$ cat src/pkg/cic_pkg.sv
// Constants, field layouts and types for the cascaded interrupt controller
package cic_pkg;
	localparam logic [15:0] MASTER_PORT     = 16'h0020;   // Master command/mask port pair
	localparam logic [15:0] SLAVE_PORT      = 16'h00A0;   // Slave command/mask port pair
	localparam logic [15:0] SENSE_LO_PORT   = 16'h04D0;   // Edge/level select, inputs 7..0
	localparam logic [15:0] SENSE_HI_PORT   = 16'h04D1;   // Edge/level select, inputs 15..8
	localparam logic [7:0]  SENSE_LO_MASK   = 8'hFA;      // Inputs 0 and 2 have select bits fixed zero
	localparam logic [7:0]  SENSE_HI_MASK   = 8'hDE;      // Inputs 8 and 13 have select bits fixed zero
	localparam logic [7:0]  FUNC_CTL1_IDX   = 8'h40;      // Function control register 1
	localparam logic [7:0]  FUNC_CTL1_RST   = 8'h89;      // Its reset value
	localparam int          IACK_EN_BIT     = 7;          // Acknowledge response enable bit
	localparam logic [7:0]  SHADOW_IDX      = 8'hB9;      // Shadow read port
	localparam logic [3:0]  SHADOW_LAST     = 4'hB;       // Twelve entries, 0..11
	localparam logic [3:0]  SHADOW_PER_CTL  = 4'h6;       // Entries per controller
	localparam logic [7:0]  INIT_WORD_FOUR_READ_MASK  = 8'h1F;      // Bits 7..5 read zero
	localparam logic [7:0]  OPERATION_WORD_TWO_READ_MASK  = 8'h87;      // Bits 6..3 read zero
	localparam logic [7:0]  OPERATION_WORD_THREE_READ_MASK  = 8'h27;      // Bits 7 and 4 read zero
	localparam logic [7:0]  OPERATION_WORD_THREE_READ_ONES  = 8'h48;      // Bits 6 and 3 read one
	localparam logic [7:0]  OPERATION_WORD_THREE_RESET      = 8'h0A;      // Read request register by default
	localparam logic [2:0]  PRIO_RESET      = 3'h7;       // Input 7 lowest, input 0 highest
	localparam logic [7:0]  SPURIOUS_IDX    = 8'h07;      // Vector offset with nothing pending
	localparam int          CASCADE_INPUT   = 2;          // Master input fed by the slave
	localparam int          INIT_LEVEL_BIT  = 3;          // Global level mode in word one
	localparam int          INIT_SINGLE_BIT = 1;          // Single controller, no word three
	localparam int          INIT_IC4_BIT    = 0;          // Word four follows
	localparam int          AUTO_EOI_BIT    = 1;          // Automatic end of interrupt

	// Initialization step: which word the odd port expects next
	typedef enum logic [1:0] {
		STEP_NONE  = 2'b00,
		STEP_WORD2 = 2'b01,
		STEP_WORD3 = 2'b10,
		STEP_WORD4 = 2'b11
	} cic_step_t;

	// Acknowledge sequencer states
	typedef enum logic [1:0] {
		ACK_IDLE  = 2'b00,
		ACK_FIRST = 2'b01,
		ACK_SECND = 2'b10,
		ACK_DONE  = 2'b11
	} cic_ack_t;

	// State of one controller
	typedef struct packed {
		logic [7:0] init_word_one;
		logic [7:0] init_word_two;
		logic [7:0] init_word_three;
		logic [7:0] init_word_four;
		logic [7:0] operation_word_two;
		logic [7:0] operation_word_three;
		logic [7:0] imr;
		logic [7:0] irr;
		logic [7:0] isr;
		logic [7:0] prev;
		logic [2:0] prio;
		cic_step_t  step;
		logic       ready;
	} cic_ctl_t;
endpackage

$ cat src/cic_top.sv
// Cascaded master/slave interrupt controller with acknowledge sequencer and shadow port
`timescale 1ns/10ps

// Summary of operation
// - Master and slave controllers, no special nesting
// - Slave interrupt drives master input two
// - Timer zero output drives master input zero
// - Input eight active-low clock, thirteen coprocessor
// - Twelve remaining inputs come from external pins
// - Per-input level select in two I/O registers
// - Unmasked request above in-service raises processor interrupt once initialized
// - First acknowledge resolves master or slave source
// - Second acknowledge forms highest priority vector
// - Acknowledge response enabled by control bit seven
// - Bus acknowledge runs both cycles, then ready
// - Word one starts sequence of words two-four
// - Operation words accepted only after initialization
// - Eight-bit shadow port, pointer advances per read
// - Shadow write returns pointer to first entry
// - Shadow entries keep last written word values, except word one resets operation word three
// - Order: master words then slave words, twelve
// - Shadow reserved bits read fixed zeros or ones
// - Active-low PCI lines inverted before controllers
// - Global level mode overrides per-input select
module cic_top (
	input  wire logic        clk_sys_in,          // System clock, 100 MHz
	input  wire logic        reset_in,            // Synchronous reset, active high
	input  wire logic [15:0] ext_irq_in,          // External request pins, unused bits ignored
	input  wire logic        rtc_irq_n_in,        // Real-time clock request, active low
	input  wire logic        coproc_irq_in,       // Coprocessor interface request
	input  wire logic        timer_zero_output_in,// Interval timer counter zero, same clock
	input  wire logic [3:0]  pci_int_n_in,        // PCI interrupt lines, active low
	input  wire logic [15:0] pci_target_in,       // Four 4-bit target codes, 0 disables
	input  wire logic        io_wr_in,            // I/O write strobe
	input  wire logic        io_rd_in,            // I/O read strobe
	input  wire logic [15:0] io_addr_in,          // I/O address
	input  wire logic [7:0]  io_wdata_in,         // I/O write data
	output logic      [7:0]  io_rdata_out,        // I/O read data, one cycle later
	input  wire logic        cfg_wr_in,           // Configuration write strobe
	input  wire logic        cfg_rd_in,           // Configuration read strobe
	input  wire logic [7:0]  cfg_index_in,        // Configuration index
	input  wire logic [7:0]  cfg_wdata_in,        // Configuration write data
	output logic      [7:0]  cfg_rdata_out,       // Configuration read data, one cycle later
	input  wire logic        pci_iack_in,         // PCI interrupt-acknowledge request, level
	output logic             pci_iack_hold_out,   // Bus held while the sequence runs
	output logic             pci_trdy_out,        // One-cycle target ready with vector
	output logic      [7:0]  pci_vector_out,      // Vector returned with target ready
	output logic             cpu_interrupt_request_out // Interrupt request to the processor
);
	// Pin synchronizer, two stages; only stage two is read
	logic [21:0] sync1_r;
	logic [21:0] sync2_r;
	logic [21:0] pins_w;
	logic [15:0] pins_irq;                        // Synchronized request pins
	logic [15:0] pci_irq;                         // Inverted, steered PCI requests
	logic [1:0][7:0] req_vec;                     // Request inputs per controller
	logic [1:0][7:0] elcr_r;                      // Level select per controller
	logic [1:0][7:0] elcr_nxt;
	logic [7:0]  fc1_r;                           // Function control register 1
	logic [7:0]  fc1_nxt;
	logic [3:0]  shptr_r;                         // Shadow read pointer
	logic [3:0]  shptr_nxt;
	logic [7:0]  io_rdata_nxt;
	logic [7:0]  cfg_rdata_nxt;
	logic [1:0]  ack_w;                           // Acknowledge strobes to controllers
	logic [1:0]  int_w;                           // Controller interrupt outputs
	logic [1:0]  top_v;                           // Controller has a pending winner
	logic [1:0][2:0] top_idx;                     // Winning input per controller
	cic_pkg::cic_ctl_t ctl_q [2];                 // Copy of controller state for readback

	// Address match on a command/mask port pair
	function automatic logic port_hit(input logic [15:0] addr, input logic [15:0] base);
		port_hit = (addr[15:1] == base[15:1]);
	endfunction

	// First set bit scanning from highest priority given lowest-priority input
	function automatic logic [3:0] pick(input logic [7:0] vec, input logic [2:0] prio);
		logic [2:0] idx;
		pick = 4'h0;
		for (int k = 0; k < 8; k++) begin
			idx = prio + 3'(k + 1);
			if (vec[idx] && !pick[3]) begin
				pick = {1'b1, idx};
			end
		end
	endfunction

	// Shadow entry with reserved bits forced
	function automatic logic [7:0] shadow_entry(input cic_pkg::cic_ctl_t c, input logic [3:0] e);
		case (e)
			4'h0: shadow_entry = c.init_word_one;
			4'h1: shadow_entry = c.init_word_two;
			4'h2: shadow_entry = c.init_word_three;
			4'h3: shadow_entry = c.init_word_four & cic_pkg::INIT_WORD_FOUR_READ_MASK;
			4'h4: shadow_entry = c.operation_word_two & cic_pkg::OPERATION_WORD_TWO_READ_MASK;
			default: shadow_entry = (c.operation_word_three & cic_pkg::OPERATION_WORD_THREE_READ_MASK)
				| cic_pkg::OPERATION_WORD_THREE_READ_ONES;
		endcase
	endfunction

	assign pins_w = {~pci_int_n_in, coproc_irq_in, ~rtc_irq_n_in, ext_irq_in};

	// Request assembly from synchronized pins and internal sources
	always_comb begin
		pins_irq = sync2_r[15:0];
		pci_irq  = 16'h0000;
		for (int p = 0; p < 4; p++) begin
			// Inverted PCI line ORed onto its target input
			if (sync2_r[18 + p]) begin
				pci_irq[pci_target_in[4*p +: 4]] = 1'b1;
			end
		end
		pci_irq[0] = 1'b0;                        // Code zero means disabled
		req_vec[0] = pins_irq[7:0] | pci_irq[7:0];
		req_vec[0][0] = timer_zero_output_in;
		req_vec[0][cic_pkg::CASCADE_INPUT] = int_w[1];
		req_vec[1] = pins_irq[15:8] | pci_irq[15:8];
		req_vec[1][0] = sync2_r[16];
		req_vec[1][5] = sync2_r[17];
	end

	// Synchronizer registers
	always_ff @(posedge clk_sys_in) begin
		if (reset_in) begin
			sync1_r <= 22'h000000;
			sync2_r <= 22'h000000;
		end else begin
			sync1_r <= pins_w;
			sync2_r <= sync1_r;
		end
	end

	// Two controllers from one template, the master's cascade input forced level; index 0 master, 1 slave
	genvar g;
	generate
		for (g = 0; g < 2; g++) begin : ctl
			cic_pkg::cic_ctl_t c_r;
			cic_pkg::cic_ctl_t c_nxt;
			logic [7:0]  lvl;                     // Inputs treated as level
			logic [7:0]  ack_clr;
			logic [3:0]  req_pick;
			logic [3:0]  isr_pick;
			logic [2:0]  req_rank;
			logic [2:0]  isr_rank;
			logic [15:0] base;
			logic [7:0]  wd;

			assign base = (g == 0) ? cic_pkg::MASTER_PORT : cic_pkg::SLAVE_PORT;
			assign wd   = io_wdata_in;
			assign req_pick = pick(c_r.irr & ~c_r.imr, c_r.prio);
			assign isr_pick = pick(c_r.isr, c_r.prio);
			assign req_rank = req_pick[2:0] - c_r.prio - 3'h1;
			assign isr_rank = isr_pick[2:0] - c_r.prio - 3'h1;
			// Interrupt only if request outranks anything in service
			assign int_w[g] = c_r.ready && req_pick[3] && (!isr_pick[3] || req_rank < isr_rank);
			assign top_v[g]   = req_pick[3];
			assign top_idx[g] = req_pick[2:0];
			assign ctl_q[g]   = c_r;

			// Request, acknowledge and command word handling
			always_comb begin
				c_nxt = c_r;
				// Global level bit overrides per-input select; cascade input always level
				lvl = c_r.init_word_one[cic_pkg::INIT_LEVEL_BIT] ? 8'hFF : elcr_r[g];
				if (g == 0) begin
					lvl[cic_pkg::CASCADE_INPUT] = 1'b1; // Slave output is a level
				end
				ack_clr = 8'h00;
				if (ack_w[g] && req_pick[3]) begin
					ack_clr[req_pick[2:0]] = 1'b1;
					if (!c_r.init_word_four[cic_pkg::AUTO_EOI_BIT]) begin
						c_nxt.isr[req_pick[2:0]] = 1'b1;
					end
				end
				// New edge wins over an acknowledge clear in the same cycle
				c_nxt.irr  = (lvl & req_vec[g]) | (~lvl & ((c_r.irr & ~ack_clr) | (req_vec[g] & ~c_r.prev)));
				c_nxt.prev = req_vec[g];
				if (io_wr_in && port_hit(io_addr_in, base)) begin
					if (!io_addr_in[0]) begin
						if (wd[4]) begin
							// Word one restarts initialization and clears state
							c_nxt.init_word_one = wd;
							c_nxt.step  = cic_pkg::STEP_WORD2;
							c_nxt.ready = 1'b0;
							c_nxt.imr   = 8'h00;
							c_nxt.isr   = 8'h00;
							c_nxt.irr   = 8'h00;
							c_nxt.prio  = cic_pkg::PRIO_RESET;
							c_nxt.operation_word_three = cic_pkg::OPERATION_WORD_THREE_RESET;
						end else if (c_r.ready && !wd[3]) begin
							c_nxt.operation_word_two = wd;
							case (wd[7:5])
								3'b001: begin // Non-specific end of interrupt
									if (isr_pick[3]) c_nxt.isr[isr_pick[2:0]] = 1'b0;
								end
								3'b011: begin // Specific end of interrupt
									c_nxt.isr[wd[2:0]] = 1'b0;
								end
								3'b101: begin // Rotate on non-specific end
									if (isr_pick[3]) begin
										c_nxt.isr[isr_pick[2:0]] = 1'b0;
										c_nxt.prio = isr_pick[2:0];
									end
								end
								3'b111: begin // Rotate on specific end
									c_nxt.isr[wd[2:0]] = 1'b0;
									c_nxt.prio = wd[2:0];
								end
								3'b110: begin // Set lowest priority
									c_nxt.prio = wd[2:0];
								end
								default: begin // Auto-rotate modes not kept
									c_nxt.prio = c_r.prio;
								end
							endcase
						end else if (c_r.ready) begin
							c_nxt.operation_word_three = wd;
						end
					end else begin
						case (c_r.step)
							cic_pkg::STEP_WORD2: begin
								c_nxt.init_word_two = wd;
								if (!c_r.init_word_one[cic_pkg::INIT_SINGLE_BIT]) begin
									c_nxt.step = cic_pkg::STEP_WORD3;
								end else if (c_r.init_word_one[cic_pkg::INIT_IC4_BIT]) begin
									c_nxt.step = cic_pkg::STEP_WORD4;
								end else begin
									c_nxt.step  = cic_pkg::STEP_NONE;
									c_nxt.ready = 1'b1;
								end
							end
							cic_pkg::STEP_WORD3: begin
								c_nxt.init_word_three = wd;
								if (c_r.init_word_one[cic_pkg::INIT_IC4_BIT]) begin
									c_nxt.step = cic_pkg::STEP_WORD4;
								end else begin
									c_nxt.step  = cic_pkg::STEP_NONE;
									c_nxt.ready = 1'b1;
								end
							end
							cic_pkg::STEP_WORD4: begin
								c_nxt.init_word_four = wd;
								c_nxt.step  = cic_pkg::STEP_NONE;
								c_nxt.ready = 1'b1;
							end
							default: begin // Mask word once running
								if (c_r.ready) c_nxt.imr = wd;
							end
						endcase
					end
				end
			end

			// Controller state register
			always_ff @(posedge clk_sys_in) begin
				if (reset_in) begin
					c_r <= '{init_word_one: 8'h00, init_word_two: 8'h00, init_word_three: 8'h00,
						init_word_four: 8'h00, operation_word_two: 8'h00,
						operation_word_three: cic_pkg::OPERATION_WORD_THREE_RESET, imr: 8'h00, irr: 8'h00,
						isr: 8'h00, prev: 8'h00, prio: cic_pkg::PRIO_RESET,
						step: cic_pkg::STEP_NONE, ready: 1'b0};
				end else begin
					c_r <= c_nxt;
				end
			end
		end
	endgenerate

	// Acknowledge sequencer state
	cic_pkg::cic_ack_t st_r;
	cic_pkg::cic_ack_t st_nxt;
	logic       casc_r;                           // Slave supplies the vector
	logic       casc_nxt;
	logic [3:0] mpick_r;                          // Master winner with valid flag
	logic [3:0] mpick_nxt;
	logic [3:0] spick_r;                          // Slave winner with valid flag
	logic [3:0] spick_nxt;
	logic [7:0] vec_nxt;
	logic       trdy_nxt;
	logic       hold_nxt;

	// Bus acknowledge runs both internal cycles, then target ready
	always_comb begin
		st_nxt    = st_r;
		casc_nxt  = casc_r;
		mpick_nxt = mpick_r;
		spick_nxt = spick_r;
		vec_nxt   = pci_vector_out;
		trdy_nxt  = 1'b0;
		hold_nxt  = pci_iack_hold_out;
		ack_w     = 2'b00;
		case (st_r)
			cic_pkg::ACK_IDLE: begin
				if (pci_iack_in && fc1_r[cic_pkg::IACK_EN_BIT]) begin
					st_nxt   = cic_pkg::ACK_FIRST;
					hold_nxt = 1'b1;
				end
			end
			cic_pkg::ACK_FIRST: begin
				// Cascade decision from master word three
				ack_w[0]  = 1'b1;
				casc_nxt  = top_v[0] && ctl_q[0].init_word_three[top_idx[0]];
				ack_w[1]  = casc_nxt;
				mpick_nxt = {top_v[0], top_idx[0]};
				spick_nxt = {top_v[1], top_idx[1]};
				st_nxt    = cic_pkg::ACK_SECND;
			end
			cic_pkg::ACK_SECND: begin
				// Vector base plus winning input, spurious input seven if none
				if (casc_r) begin
					vec_nxt = {ctl_q[1].init_word_two[7:3],
						spick_r[3] ? spick_r[2:0] : cic_pkg::SPURIOUS_IDX[2:0]};
				end else begin
					vec_nxt = {ctl_q[0].init_word_two[7:3],
						mpick_r[3] ? mpick_r[2:0] : cic_pkg::SPURIOUS_IDX[2:0]};
				end
				trdy_nxt = 1'b1;
				st_nxt   = cic_pkg::ACK_DONE;
			end
			default: begin
				hold_nxt = 1'b0;
				st_nxt   = cic_pkg::ACK_IDLE;
			end
		endcase
	end

	// Register-file and shadow next values
	always_comb begin
		elcr_nxt      = elcr_r;
		fc1_nxt       = fc1_r;
		shptr_nxt     = shptr_r;
		io_rdata_nxt  = 8'h00;
		cfg_rdata_nxt = 8'h00;
		if (io_wr_in && io_addr_in == cic_pkg::SENSE_LO_PORT) begin
			elcr_nxt[0] = io_wdata_in & cic_pkg::SENSE_LO_MASK;
		end else if (io_wr_in && io_addr_in == cic_pkg::SENSE_HI_PORT) begin
			elcr_nxt[1] = io_wdata_in & cic_pkg::SENSE_HI_MASK;
		end
		if (io_rd_in) begin
			if (io_addr_in == cic_pkg::SENSE_LO_PORT) begin
				io_rdata_nxt = elcr_r[0];
			end else if (io_addr_in == cic_pkg::SENSE_HI_PORT) begin
				io_rdata_nxt = elcr_r[1];
			end else if (port_hit(io_addr_in, cic_pkg::MASTER_PORT) || port_hit(io_addr_in, cic_pkg::SLAVE_PORT)) begin
				// Odd port mask, even port request or in-service per word three
				for (int i = 0; i < 2; i++) begin
					if (port_hit(io_addr_in, i == 0 ? cic_pkg::MASTER_PORT : cic_pkg::SLAVE_PORT)) begin
						if (io_addr_in[0]) begin
							io_rdata_nxt = ctl_q[i].imr;
						end else if (ctl_q[i].operation_word_three[0]) begin
							io_rdata_nxt = ctl_q[i].isr;
						end else begin
							io_rdata_nxt = ctl_q[i].irr;
						end
					end
				end
			end
		end
		if (cfg_wr_in && cfg_index_in == cic_pkg::FUNC_CTL1_IDX) begin
			fc1_nxt = cfg_wdata_in;
		end else if (cfg_wr_in && cfg_index_in == cic_pkg::SHADOW_IDX) begin
			shptr_nxt = 4'h0;
		end
		if (cfg_rd_in && cfg_index_in == cic_pkg::FUNC_CTL1_IDX) begin
			cfg_rdata_nxt = fc1_r;
		end else if (cfg_rd_in && cfg_index_in == cic_pkg::SHADOW_IDX) begin
			// Master six entries first, then slave six
			if (shptr_r < cic_pkg::SHADOW_PER_CTL) begin
				cfg_rdata_nxt = shadow_entry(ctl_q[0], shptr_r);
			end else begin
				cfg_rdata_nxt = shadow_entry(ctl_q[1], shptr_r - cic_pkg::SHADOW_PER_CTL);
			end
			shptr_nxt = (shptr_r == cic_pkg::SHADOW_LAST) ? 4'h0 : shptr_r + 4'h1;
		end
	end

	// Registers of sequencer, register file and outputs
	always_ff @(posedge clk_sys_in) begin
		if (reset_in) begin
			st_r           <= cic_pkg::ACK_IDLE;
			casc_r         <= 1'b0;
			mpick_r        <= 4'h0;
			spick_r        <= 4'h0;
			pci_vector_out <= 8'h00;
			pci_trdy_out   <= 1'b0;
			pci_iack_hold_out <= 1'b0;
			elcr_r         <= '0;
			fc1_r          <= cic_pkg::FUNC_CTL1_RST;
			shptr_r        <= 4'h0;
			io_rdata_out   <= 8'h00;
			cfg_rdata_out  <= 8'h00;
			cpu_interrupt_request_out <= 1'b0;
		end else begin
			st_r           <= st_nxt;
			casc_r         <= casc_nxt;
			mpick_r        <= mpick_nxt;
			spick_r        <= spick_nxt;
			pci_vector_out <= vec_nxt;
			pci_trdy_out   <= trdy_nxt;
			pci_iack_hold_out <= hold_nxt;
			elcr_r         <= elcr_nxt;
			fc1_r          <= fc1_nxt;
			shptr_r        <= shptr_nxt;
			io_rdata_out   <= io_rdata_nxt;
			cfg_rdata_out  <= cfg_rdata_nxt;
			cpu_interrupt_request_out <= int_w[0];
		end
	end
endmodule
$ cat config.mk
export PLATFORM = sky130hd
export DESIGN_NAME = cic_top
export DESIGN_NICKNAME = d
export VERILOG_FILES = /design/src/pkg/cic_pkg.sv /design/src/cic_top.sv
export SDC_FILE = /design/constraint.sdc
export NUM_CORES = 1
export LEC_CHECK = 0
export BUFFER_PORTS_ARGS = -buffer_cell sky130_fd_sc_hd__buf_2
export CAP_MARGIN = 10
export CORE_MARGIN = 4
export CORE_UTILIZATION = 33
export CTS_BUF_LIST = sky130_fd_sc_hd__clkbuf_4
export CTS_CLUSTER_DIAMETER = 150
export DETAILED_ROUTE_END_ITERATION = 16
export PLACE_DENSITY_LB_ADDON = 0.12
export SLEW_MARGIN = 20
export SYNTH_ARGS = -nofsm -noshare
export SYNTH_HDL_FRONTEND = slang
export SYNTH_SLANG_ARGS = --single-unit
$ cat constraint.sdc
create_clock -name clk_sys_in -period 4.4 [get_ports clk_sys_in]
set_clock_uncertainty 0.05 [all_clocks]
set_input_delay 0.22 -clock clk_sys_in [delete_from_list [all_inputs] [get_ports clk_sys_in]]
set_output_delay 0.22 -clock clk_sys_in [all_outputs]
set_load 0.05 [all_outputs]
==> impl_metrics.sql, run 1 <==
INSERT INTO impl_metrics (metric_group, metric, value, unit) VALUES
('status', 'result_of_the_run', 'completed', ''),
('drt', 'route.vias.total', '14600', ''),
('setup_path', 'worst-path-max-fanout', '3', ''),
('cts', 'clock_path_buffers', '3', ''),
('synth', 'synth_top_cells_by_area', 'sky130_fd_sc_hd__dfxtp_1 33%, sky130_fd_sc_hd__mux2i_1 7.6%, sky130_fd_sc_hd__nor2_1 5.6%', ''),
('flow_run', 'cap_violations', '0', ''),
('placed_design', 'routabilityCongestion', '0.922', ''),
('drt', 'final_antenna_net_count', '0', ''),
('cells_and_area', 'multiInputGateArea', '9350', 'um2'),
('drt', 'detail_route.wirelength', '54.1', 'mm'),
('synth', 'synthDominantCellAreaShare', '33.2', '%'),
('setup_path', 'crit_type', 'flop to flop', ''),
('cts', 'tritoncts_clock_tree', 'yes', ''),
('synth', 'syn-instance-count', '1782', ''),
('sta', 'final_report_max_slew_violation_count', '0', ''),
('power_and_ir_drop', 'sequential_cell_fraction_of_total_power', '44.0', '%'),
('cells_and_area', 'fraction_of_layout_instances_using_a_drive_strength_above_1', '18.0', '%'),
('placed_design', 'detailedPlacementHpwl', '38.8', 'mm'),
('sta', 'hold-worst-slack', '0.0581', 'ns'),
('die', 'io_pins', '113', ''),
('synth', 'fraction_of_the_yosys_area_taken_by_sequential_cells', '33.2', '%'),
('synth', 'synth_edf_count', '0', ''),
('sta', 'layout_worst_path_cycle_share', '94.8', '%'),
('power_and_ir_drop', 'switching_share', '29.5', '%'),
('sta', 'timing.fmax', '240', 'MHz'),
('power_and_ir_drop', 'clkPwrFrac', '40.8', '%'),
('die', 'die-area', '48600', 'um2'),
('cts', 'clkSlewWorstSetupHoldPaths', '0.06', 'ns'),
('synth', 'synth-main-ff-cell', 'sky130_fd_sc_hd__dfxtp_1', ''),
('sta', 'max_slew.worst_pin.slew', '0.867', 'ns'),
('global_routing', 'grt.met2_usage', '34.3', '%'),
('cells_and_area', 'layout.cells.most_common', 'sky130_fd_sc_hd__dfxtp_1', ''),
('sta', 'setup_viol', '0', ''),
('die', 'placementRows', '77', ''),
('die', 'die_height', '220', 'um'),
('global_routing', 'gr_util_all_layers', '22.0', '%'),
('min_path', 'hold-path-cell-count', '5', ''),
('cells_and_area', 'layout_net_count', '2115', ''),
('power_and_ir_drop', 'comb_power_share', '15.1', '%'),
('power_and_ir_drop', 'reported_net_switching_power', '0.00156', 'W'),
('synth', 'netlist.top_cell.by_area', 'sky130_fd_sc_hd__dfxtp_1', ''),
('setup_path', 'worst-r2r-setup-slack', '0.23', 'ns'),
('cells_and_area', 'most-common-layout-cells', '245 x sky130_fd_sc_hd__dfxtp_1, 223 x sky130_fd_sc_hd__nor2_1, 149 x sky130_fd_sc_hd__a21oi_1', ''),
('global_routing', 'grt.overflow.total', '0', ''),
('drt', 'wire_per_inst', '20.5', 'um'),
('setup_path', 'cp.arrival', '4.83', 'ns'),
('cts', 'clkSinkCount', '247', ''),
('cells_and_area', 'postLayoutCoreUtil', '40.4', '%'),
('synth', 'avg_cell_area_syn', '8.36', 'um2'),
('cts', 'tritoncts.num_buffers', '71', ''),
('global_routing', 'globalRoute.busiestLayer', 'met2', ''),
('cts', 'cts_root_buffer', 'sky130_fd_sc_hd__clkbuf_4', ''),
('die', 'floorplan.core_area', '44400', 'um2'),
('power_and_ir_drop', 'powerDensity', '295', 'nW/um2'),
('global_routing', 'grt_max_degree', '61', ''),
('setup_path', 'logic_depth_of_the_worst_register_to_register_path', '17', ''),
('power_and_ir_drop', 'vdd.ir_drop.worst', '144', 'uV'),
('min_path', 'whs_endpoint', 'ctl[1].c_r[9]', ''),
('setup_path', 'worst_setup_path_start_kind', 'flop', ''),
('drt', 'vias_per_cell', '5.55', ''),
('cts', 'worstSkewPairLatency', '0.77', 'ns'),
('setup_path', 'reg2reg_from', 'ctl[1].c_r[3]', ''),
('synth', 'synth.lib_cells_used.distinct', '101', ''),
('placed_design', 'placement.io_buffers', '108', ''),
('sta', 'hold_viol_final', '0', ''),
('global_routing', 'gr-usage-met1', '31.0', '%'),
('cells_and_area', 'sequential_cell_area', '4950', 'um2'),
('global_routing', 'grt_use_met3', '3.74', '%'),
('synth', 'synth_nets', '1897', ''),
('power_and_ir_drop', 'cell_internal_power', '0.00373', 'W'),
('sta', 'final_period_minus_worst_setup_slack', '4.17', 'ns');
## cell families after synthesis
family	count (synthesis)	share of synthesized area (%)
xor gates and xnor gates	14	0.974
and+or+nand+nor	697	23.4
adders and majority gates	29	2.64
AOI/OAI and AO/OA	470	20.6
DFF	247	33.2
muxes	167	14.8
buffers and inverters	158	4.46
## flip-flops by register name, indices dropped and copies added (netlist names)
name,flops
mpick_r,4
fc1_r,8
pci_iack_hold_out,1
ctl.c_r,149
pci_vector_out,8
cfg_rdata_out,8
sync1_r,18
shptr_r,4
elcr_r,12
pci_trdy_out,1
io_rdata_out,8
casc_r,1
st_r,2
cpu_interrupt_request_out,1
sync2_r,18
spick_r,4
## cell type report
class	instances	share of cell area (%)
antenna	1	0.0140
clock buffer	98	4.10
timing repair buffer	250	10.2
tap	592	4.13
sequential	247	27.6
inverter	53	1.16
clock inverter	17	0.691
multi-input combinational	1377	52.1
## cell usage after synthesis, types with 8 or more instances
library cell	n
sky130_fd_sc_hd__a211oi_1	34
sky130_fd_sc_hd__a21o_1	11
sky130_fd_sc_hd__a21oi_1	149
sky130_fd_sc_hd__a22oi_1	29
sky130_fd_sc_hd__a31oi_1	23
sky130_fd_sc_hd__and2_1	26
sky130_fd_sc_hd__and3_1	14
sky130_fd_sc_hd__buf_1	10
sky130_fd_sc_hd__buf_2	13
sky130_fd_sc_hd__clkbuf_1	76
sky130_fd_sc_hd__dfxtp_1	247
sky130_fd_sc_hd__ha_1	25
sky130_fd_sc_hd__inv_1	48
sky130_fd_sc_hd__mux2_2	13
sky130_fd_sc_hd__mux2i_1	113
sky130_fd_sc_hd__mux4_2	37
sky130_fd_sc_hd__nand2_1	144
sky130_fd_sc_hd__nand2b_1	40
sky130_fd_sc_hd__nand3_1	48
sky130_fd_sc_hd__nand3b_1	13
sky130_fd_sc_hd__nand4_1	8
sky130_fd_sc_hd__nor2_1	223
sky130_fd_sc_hd__nor2b_1	74
sky130_fd_sc_hd__nor3_1	34
sky130_fd_sc_hd__nor3b_1	14
sky130_fd_sc_hd__nor4_1	14
sky130_fd_sc_hd__o211ai_1	19
sky130_fd_sc_hd__o21a_1	9
sky130_fd_sc_hd__o21ai_0	86
sky130_fd_sc_hd__o22ai_1	10
sky130_fd_sc_hd__o31ai_1	9
## how the worst max path moves through the flow
| stage | start | endpoint | slack, ns |
|---|---|---|---|
| 6_report | ctl[1].c_r[3] | ctl[0].c_r[24] | 0.23 |
| 5_1_grt | ctl[0].c_r[4] | cpu_interrupt_request_out | 0.004 |
| 4_1_cts | ctl[0].c_r[3] | cpu_interrupt_request_out | 0.1 |
| 3_5_place_dp | ctl[0].c_r[3] | cpu_interrupt_request_out | 0.12 |
| 3_3_place_gp | ctl[0].c_r[3] | cpu_interrupt_request_out | 0.14 |
| 2_1_floorplan | ctl[1].c_r[4] | ctl[0].c_r[24] | 0.02 |
## power by group through the flow
stage	combinational [W]	clock, W	sequential, W
floorplan	0.000429	0	0.00240
global placement	0.000732	0	0.00238
detailed placement	0.000735	0	0.00238
CTS	0.000790	0.00223	0.00233
global route	0.000869	0.00235	0.00234
finish	0.000801	0.00216	0.00233
## critical path: stages (launching register included)
cell and delay [ns]:
sky130_fd_sc_hd__dfxtp_1 0.40, sky130_fd_sc_hd__clkinv_2 0.08, sky130_fd_sc_hd__ha_1 0.35, sky130_fd_sc_hd__mux4_2 0.51
sky130_fd_sc_hd__a2111oi_1 0.33, sky130_fd_sc_hd__o21ai_1 0.14, sky130_fd_sc_hd__o21a_1 0.14, sky130_fd_sc_hd__o21ai_0 0.23
sky130_fd_sc_hd__a211oi_2 0.12, sky130_fd_sc_hd__a31oi_2 0.24, sky130_fd_sc_hd__ha_1 0.19, sky130_fd_sc_hd__inv_1 0.05
sky130_fd_sc_hd__fa_1 0.43, sky130_fd_sc_hd__ha_1 0.28, sky130_fd_sc_hd__a21o_1 0.16, sky130_fd_sc_hd__a21oi_1 0.20
sky130_fd_sc_hd__o211ai_1 0.10, sky130_fd_sc_hd__nor2_1 0.12
## per-layer routing
metal  vias up  share of wire (%)
li1       6975                  -
met3        85                5.9
met1      7078                 46
met5         -                  0
met4         0                2.3
met2       476                 45
## timing repair
| item | in CTS | in global routing |
|---|---|---|
| resized for setup | 0 | 14 |
| hold endpoints to repair | 152 | 0 |
| setup endpoints to repair | 0 | 8 |
| hold buffers | 84 | 0 |
| buffers inserted | 0 | 0 |
## through the flow
| stage | total power [W] | setup WS (ns) | instance area, um2 |
|---|---|---|---|
| finish | 0.00529 | 0.227 | 17900 |
| global route | 0.00556 | 0.00406 | 17900 |
| CTS | 0.00535 | 0.0952 | 17900 |
| detailed placement | 0.00311 | 0.124 | 16200 |
| global placement | 0.00311 | 0.140 | 16200 |
| floorplan | 0.00283 | 0.0228 | 14900 |
Note: power is estimated with default switching activity, not from simulation.
==> inputs of run 2 (changes only) <==
- ABC_AREA: unset -> 1
==> impl_metrics.sql, run 2 <==
INSERT INTO impl_metrics (metric_group, metric, value, unit) VALUES
('status', 'result_of_the_run', 'completed', ''),
('setup_path', 'cp.required', '4.96', 'ns'),
('power_and_ir_drop', 'clkPwrFrac', '36.2', '%'),
('synth', 'syn-instance-count', '2160', ''),
('cts', 'clock_tree.htree_level_count', '3', ''),
('cts', 'clkSlewWorstSetupHoldPaths', '0.07', 'ns'),
('synth', 'async_flop_share', '0', '%'),
('cells_and_area', 'most-common-layout-cells', '453 x sky130_fd_sc_hd__nand2_1, 320 x sky130_fd_sc_hd__nor2_1, 264 x sky130_fd_sc_hd__inv_1', ''),
('placed_design', 'dpl_cell_area', '15400', 'um2'),
('synth', 'register_bit_count_reported_by_yosys', '247', ''),
('cts', 'clock_path_buffers', '3', ''),
('drt', 'wire_per_inst', '18.1', 'um'),
('sta', 'max_slew.worst_pin.slew', '1.05', 'ns'),
('sta', 'final_period_minus_worst_setup_slack', '4.07', 'ns'),
('cts', 'cts_root_buffer', 'sky130_fd_sc_hd__clkbuf_4', ''),
('sta', 'hold_viol_final', '0', ''),
('synth', 'netlist.top_cell.by_area', 'sky130_fd_sc_hd__dfxtp_1', ''),
('drt', 'vias_per_cell', '5.14', ''),
('sta', 'final_report_max_slew_violation_count', '0', ''),
('drt', 'route.vias.total', '15200', ''),
('die', 'floorplan.core_area', '42100', 'um2'),
('synth', 'synthDominantCellAreaShare', '35.0', '%'),
('die', 'starting_density_of_the_core', '33.5', '%'),
('synth', 'synth.cell_area', '14100', 'um2'),
('min_path', 'min_from', 'cfg_index_in[0]', ''),
('synth', 'synth_edf_count', '0', ''),
('min_path', 'min_path_type', 'input pin to flop', ''),
('synth', 'synth_top_cells_by_area', 'sky130_fd_sc_hd__dfxtp_1 35%, sky130_fd_sc_hd__nand2_1 12%, sky130_fd_sc_hd__nor2_1 8.6%', ''),
('cells_and_area', 'layout_net_count', '2485', ''),
('setup_path', 'cp-end-kind', 'flop', ''),
('synth', 'synth-main-ff-cell', 'sky130_fd_sc_hd__dfxtp_1', ''),
('global_routing', 'grt_max_degree', '75', ''),
('drt', 'drc_errors', '0', ''),
('synth', 'fraction_of_the_yosys_area_taken_by_sequential_cells', '35.0', '%'),
('drt', 'detail_route.wirelength', '53.6', 'mm'),
('synth', 'yosys.cell_count.top_type', 'sky130_fd_sc_hd__nand2_1', ''),
('sta', 'timing.fmax', '245', 'MHz'),
('die', 'die_width', '215', 'um'),
('cts', 'clkSinkCount', '247', ''),
('cts', 'tritoncts.num_buffers', '73', ''),
('global_routing', 'wire_length_of_the_first_global_routing_pass', '81.5', 'mm'),
('cells_and_area', 'fraction_of_layout_instances_using_a_drive_strength_above_1', '13.3', '%'),
('cells_and_area', 'largest_reg_flops', '149', ''),
('cts', 'worstSkewPairLatency', '0.73', 'ns'),
('setup_path', 'worst-path-max-fanout', '7', ''),
('power_and_ir_drop', 'reported_net_switching_power', '0.00209', 'W'),
('global_routing', 'antenna_violations_before_repair', '1', ''),
('setup_path', 'reg2reg_from', 'ctl[0].c_r[3]', ''),
('setup_path', 'crit_type', 'flop to flop', ''),
('cells_and_area', 'reg.largest.list', 'ctl.c_r (149), sync1_r (18), sync2_r (18)', ''),
('global_routing', 'gr_util_all_layers', '22.3', '%'),
('global_routing', 'grt.overflow.total', '0', ''),
('placed_design', 'routabilityCongestion', '0.912', ''),
('synth', 'synth_nets', '2275', ''),
('setup_path', 'worstSetupStartpoint', 'ctl[0].c_r[3]', ''),
('die', 'die_height', '215', 'um'),
('power_and_ir_drop', 'sequential_cell_fraction_of_total_power', '39.8', '%'),
('die', 'die-area', '46200', 'um2'),
('synth', 'avg_cell_area_syn', '6.54', 'um2'),
('sta', 'setup_viol', '0', ''),
('synth', 'synth.lib_cells_used.distinct', '59', ''),
('placed_design', 'dp_worst_setup_slack', '0.246', 'ns'),
('cells_and_area', 'final_area', '16900', 'um2'),
('sta', 'layout_worst_path_cycle_share', '92.6', '%'),
('power_and_ir_drop', 'vdd.ir_drop.worst', '285', 'uV'),
('synth', 'synth.cells.most_frequent', '454 x sky130_fd_sc_hd__nand2_1, 325 x sky130_fd_sc_hd__nor2_1, 266 x sky130_fd_sc_hd__inv_1, 247 x sky130_fd_sc_hd__dfxtp_1, 148 x sky130_fd_sc_hd__o21ai_0', ''),
('cells_and_area', 'largest-register', 'ctl.c_r', ''),
('die', 'placementRows', '75', ''),
('power_and_ir_drop', 'leakage', '7.45', 'nW'),
('power_and_ir_drop', 'cell_internal_power', '0.00400', 'W'),
('drt', 'dr.first_iter.drc_count', '1169', ''),
('drt', 'final_antenna_net_count', '0', ''),
('cts', 'tritoncts_clock_tree', 'yes', ''),
('global_routing', 'grt_pass1_vias', '14300', ''),
('synth', 'synth.yosys.warnings', '0', ''),
('sta', 'worst_slew_margin_rel', '28.2', '%'),
('setup_path', 'worst_setup_path_start_kind', 'flop', ''),
('cells_and_area', 'area_growth_syn_to_layout', '19.8', '%'),
('power_and_ir_drop', 'comb_power_share', '24.0', '%'),
('setup_path', 'cp.arrival', '4.63', 'ns'),
('placed_design', 'detailedPlacementHpwl', '39.7', 'mm'),
('drt', 'drt_pre_antenna_iters', '7', ''),
('cells_and_area', 'layout.cells.most_common', 'sky130_fd_sc_hd__nand2_1', ''),
('power_and_ir_drop', 'switching_share', '34.3', '%'),
('placed_design', 'placement.io_buffers', '108', ''),
('flow_run', 'cap_violations', '0', ''),
('power_and_ir_drop', 'powerDensity', '360', 'nW/um2'),
('die', 'io_pins', '113', ''),
('sta', 'post-route-worst-setup-slack', '0.325', 'ns');
-- run 2: cell types whose count changed after synthesis, moves of 40 or more --
cell                       change
sky130_fd_sc_hd__o21ai_0      +62
sky130_fd_sc_hd__mux2i_1     -112
sky130_fd_sc_hd__nor2b_1      -74
sky130_fd_sc_hd__nand2_1     +310
sky130_fd_sc_hd__nand3_1      +88
sky130_fd_sc_hd__inv_1       +218
sky130_fd_sc_hd__nor2_1      +102
sky130_fd_sc_hd__nand2b_1     -40
-- run 2: cells by family (layout without fill, tap and decap cells) --
| group | Yosys count | count (layout) | synth area share, % |
|---|---|---|---|
| AND/OR/NAND/NOR | 1024 | 1024 | 30.8 |
| AO/OA/AOI/OAI | 486 | 486 | 20.7 |
| other | 0 | 1 | 0 |
| multiplexers | 1 | 1 | 0.0709 |
| buffers and inverters | 361 | 614 | 9.80 |
| flip-flops | 247 | 247 | 35.0 |
| XOR/XNOR | 12 | 12 | 0.850 |
| adder cells (fa/ha/maj) | 29 | 29 | 2.78 |
-- run 2: cell type report --
type	instances	area (um2)
inverter	280	1050
tap	539	674
sequential	247	4940
antenna	1	2.50
timing repair buffer	216	1510
clock inverter	14	111
fill	4539	25200
multi-input combinational	1552	7840
clock buffer	104	781
-- run 2: path summary, 6_finish.rpt --
| kind | endpoint | slack, ns | cells past startpoint |
|---|---|---|---|
| min | cfg_rdata_out[5] | 0.04 | 6 |
| max reg2reg | cpu_interrupt_request_out | 0.33 | 20 |
| min reg2reg | sync2_r[5] | 0.35 | 2 |
| max | cpu_interrupt_request_out | 0.33 | 20 |
-- run 2: metal layers --
layer | vias up | GRT usage, % | share of wire, %
li1 | 7642 | - | -
met1 | 6998 | 29.5 | 45
met2 | 460 | 37.0 | 47
met3 | 92 | 3.50 | 5.4
met4 | 0 | 7.82 | 3.3
met5 | - | 0 | 0
-- run 2: timing repair --
item | CTS | global route
hold endpoints to repair | 82 | 0
hold buffers | 57 | 0
gates resized for setup | 0 | 18
setup buffers | 0 | 3
endpoints found under the setup margin | 0 | 2
-- run 2: worst max-delay path, stage by stage (launching register included) --
cell and delay (ns):
sky130_fd_sc_hd__dfxtp_1 0.38, sky130_fd_sc_hd__inv_2 0.05, sky130_fd_sc_hd__ha_1 0.32, sky130_fd_sc_hd__inv_2 0.12
sky130_fd_sc_hd__buf_4 0.17, sky130_fd_sc_hd__nand3_1 0.11, sky130_fd_sc_hd__nand2_1 0.12, sky130_fd_sc_hd__nand2_1 0.06
sky130_fd_sc_hd__nand2_1 0.11, sky130_fd_sc_hd__o21ai_0 0.14, sky130_fd_sc_hd__o21bai_1 0.18, sky130_fd_sc_hd__nand3b_2 0.29
sky130_fd_sc_hd__nand2_4 0.15, sky130_fd_sc_hd__inv_1 0.10, sky130_fd_sc_hd__ha_1 0.20, sky130_fd_sc_hd__fa_1 0.38
sky130_fd_sc_hd__xnor2_1 0.15, sky130_fd_sc_hd__ha_1 0.32, sky130_fd_sc_hd__a21oi_1 0.15, sky130_fd_sc_hd__nand2_1 0.08
sky130_fd_sc_hd__a2111oi_2 0.34
-- run 2: power by group through the flow --
stage	Sequential, W	Clock [W]	Combinational (W)
after floorplan	0.00255	0	0.000848
after global placement	0.00247	0	0.00137
after detailed placement	0.00247	0	0.00138
after CTS	0.00242	0.00228	0.00142
after global routing	0.00243	0.00238	0.00163
final	0.00242	0.00221	0.00146
-- run 2: stage by stage --
step | total power (W) | utilization [%] | setup TNS [ns] | instances | hold WS (ns)
global route | 0.00644 | 40.1 | -0.00823 | 2953 | 0.0135
global placement | 0.00384 | 36.5 | 0 | 2774 | 0.323
finish | 0.00609 | 40.1 | 0 | 2953 | 0.0382
CTS | 0.00612 | 40.0 | 0 | 2949 | 0.00134
detailed placement | 0.00385 | 36.5 | 0 | 2774 | 0.324
floorplan | 0.00340 | - | 0 | 2160 | 0.237
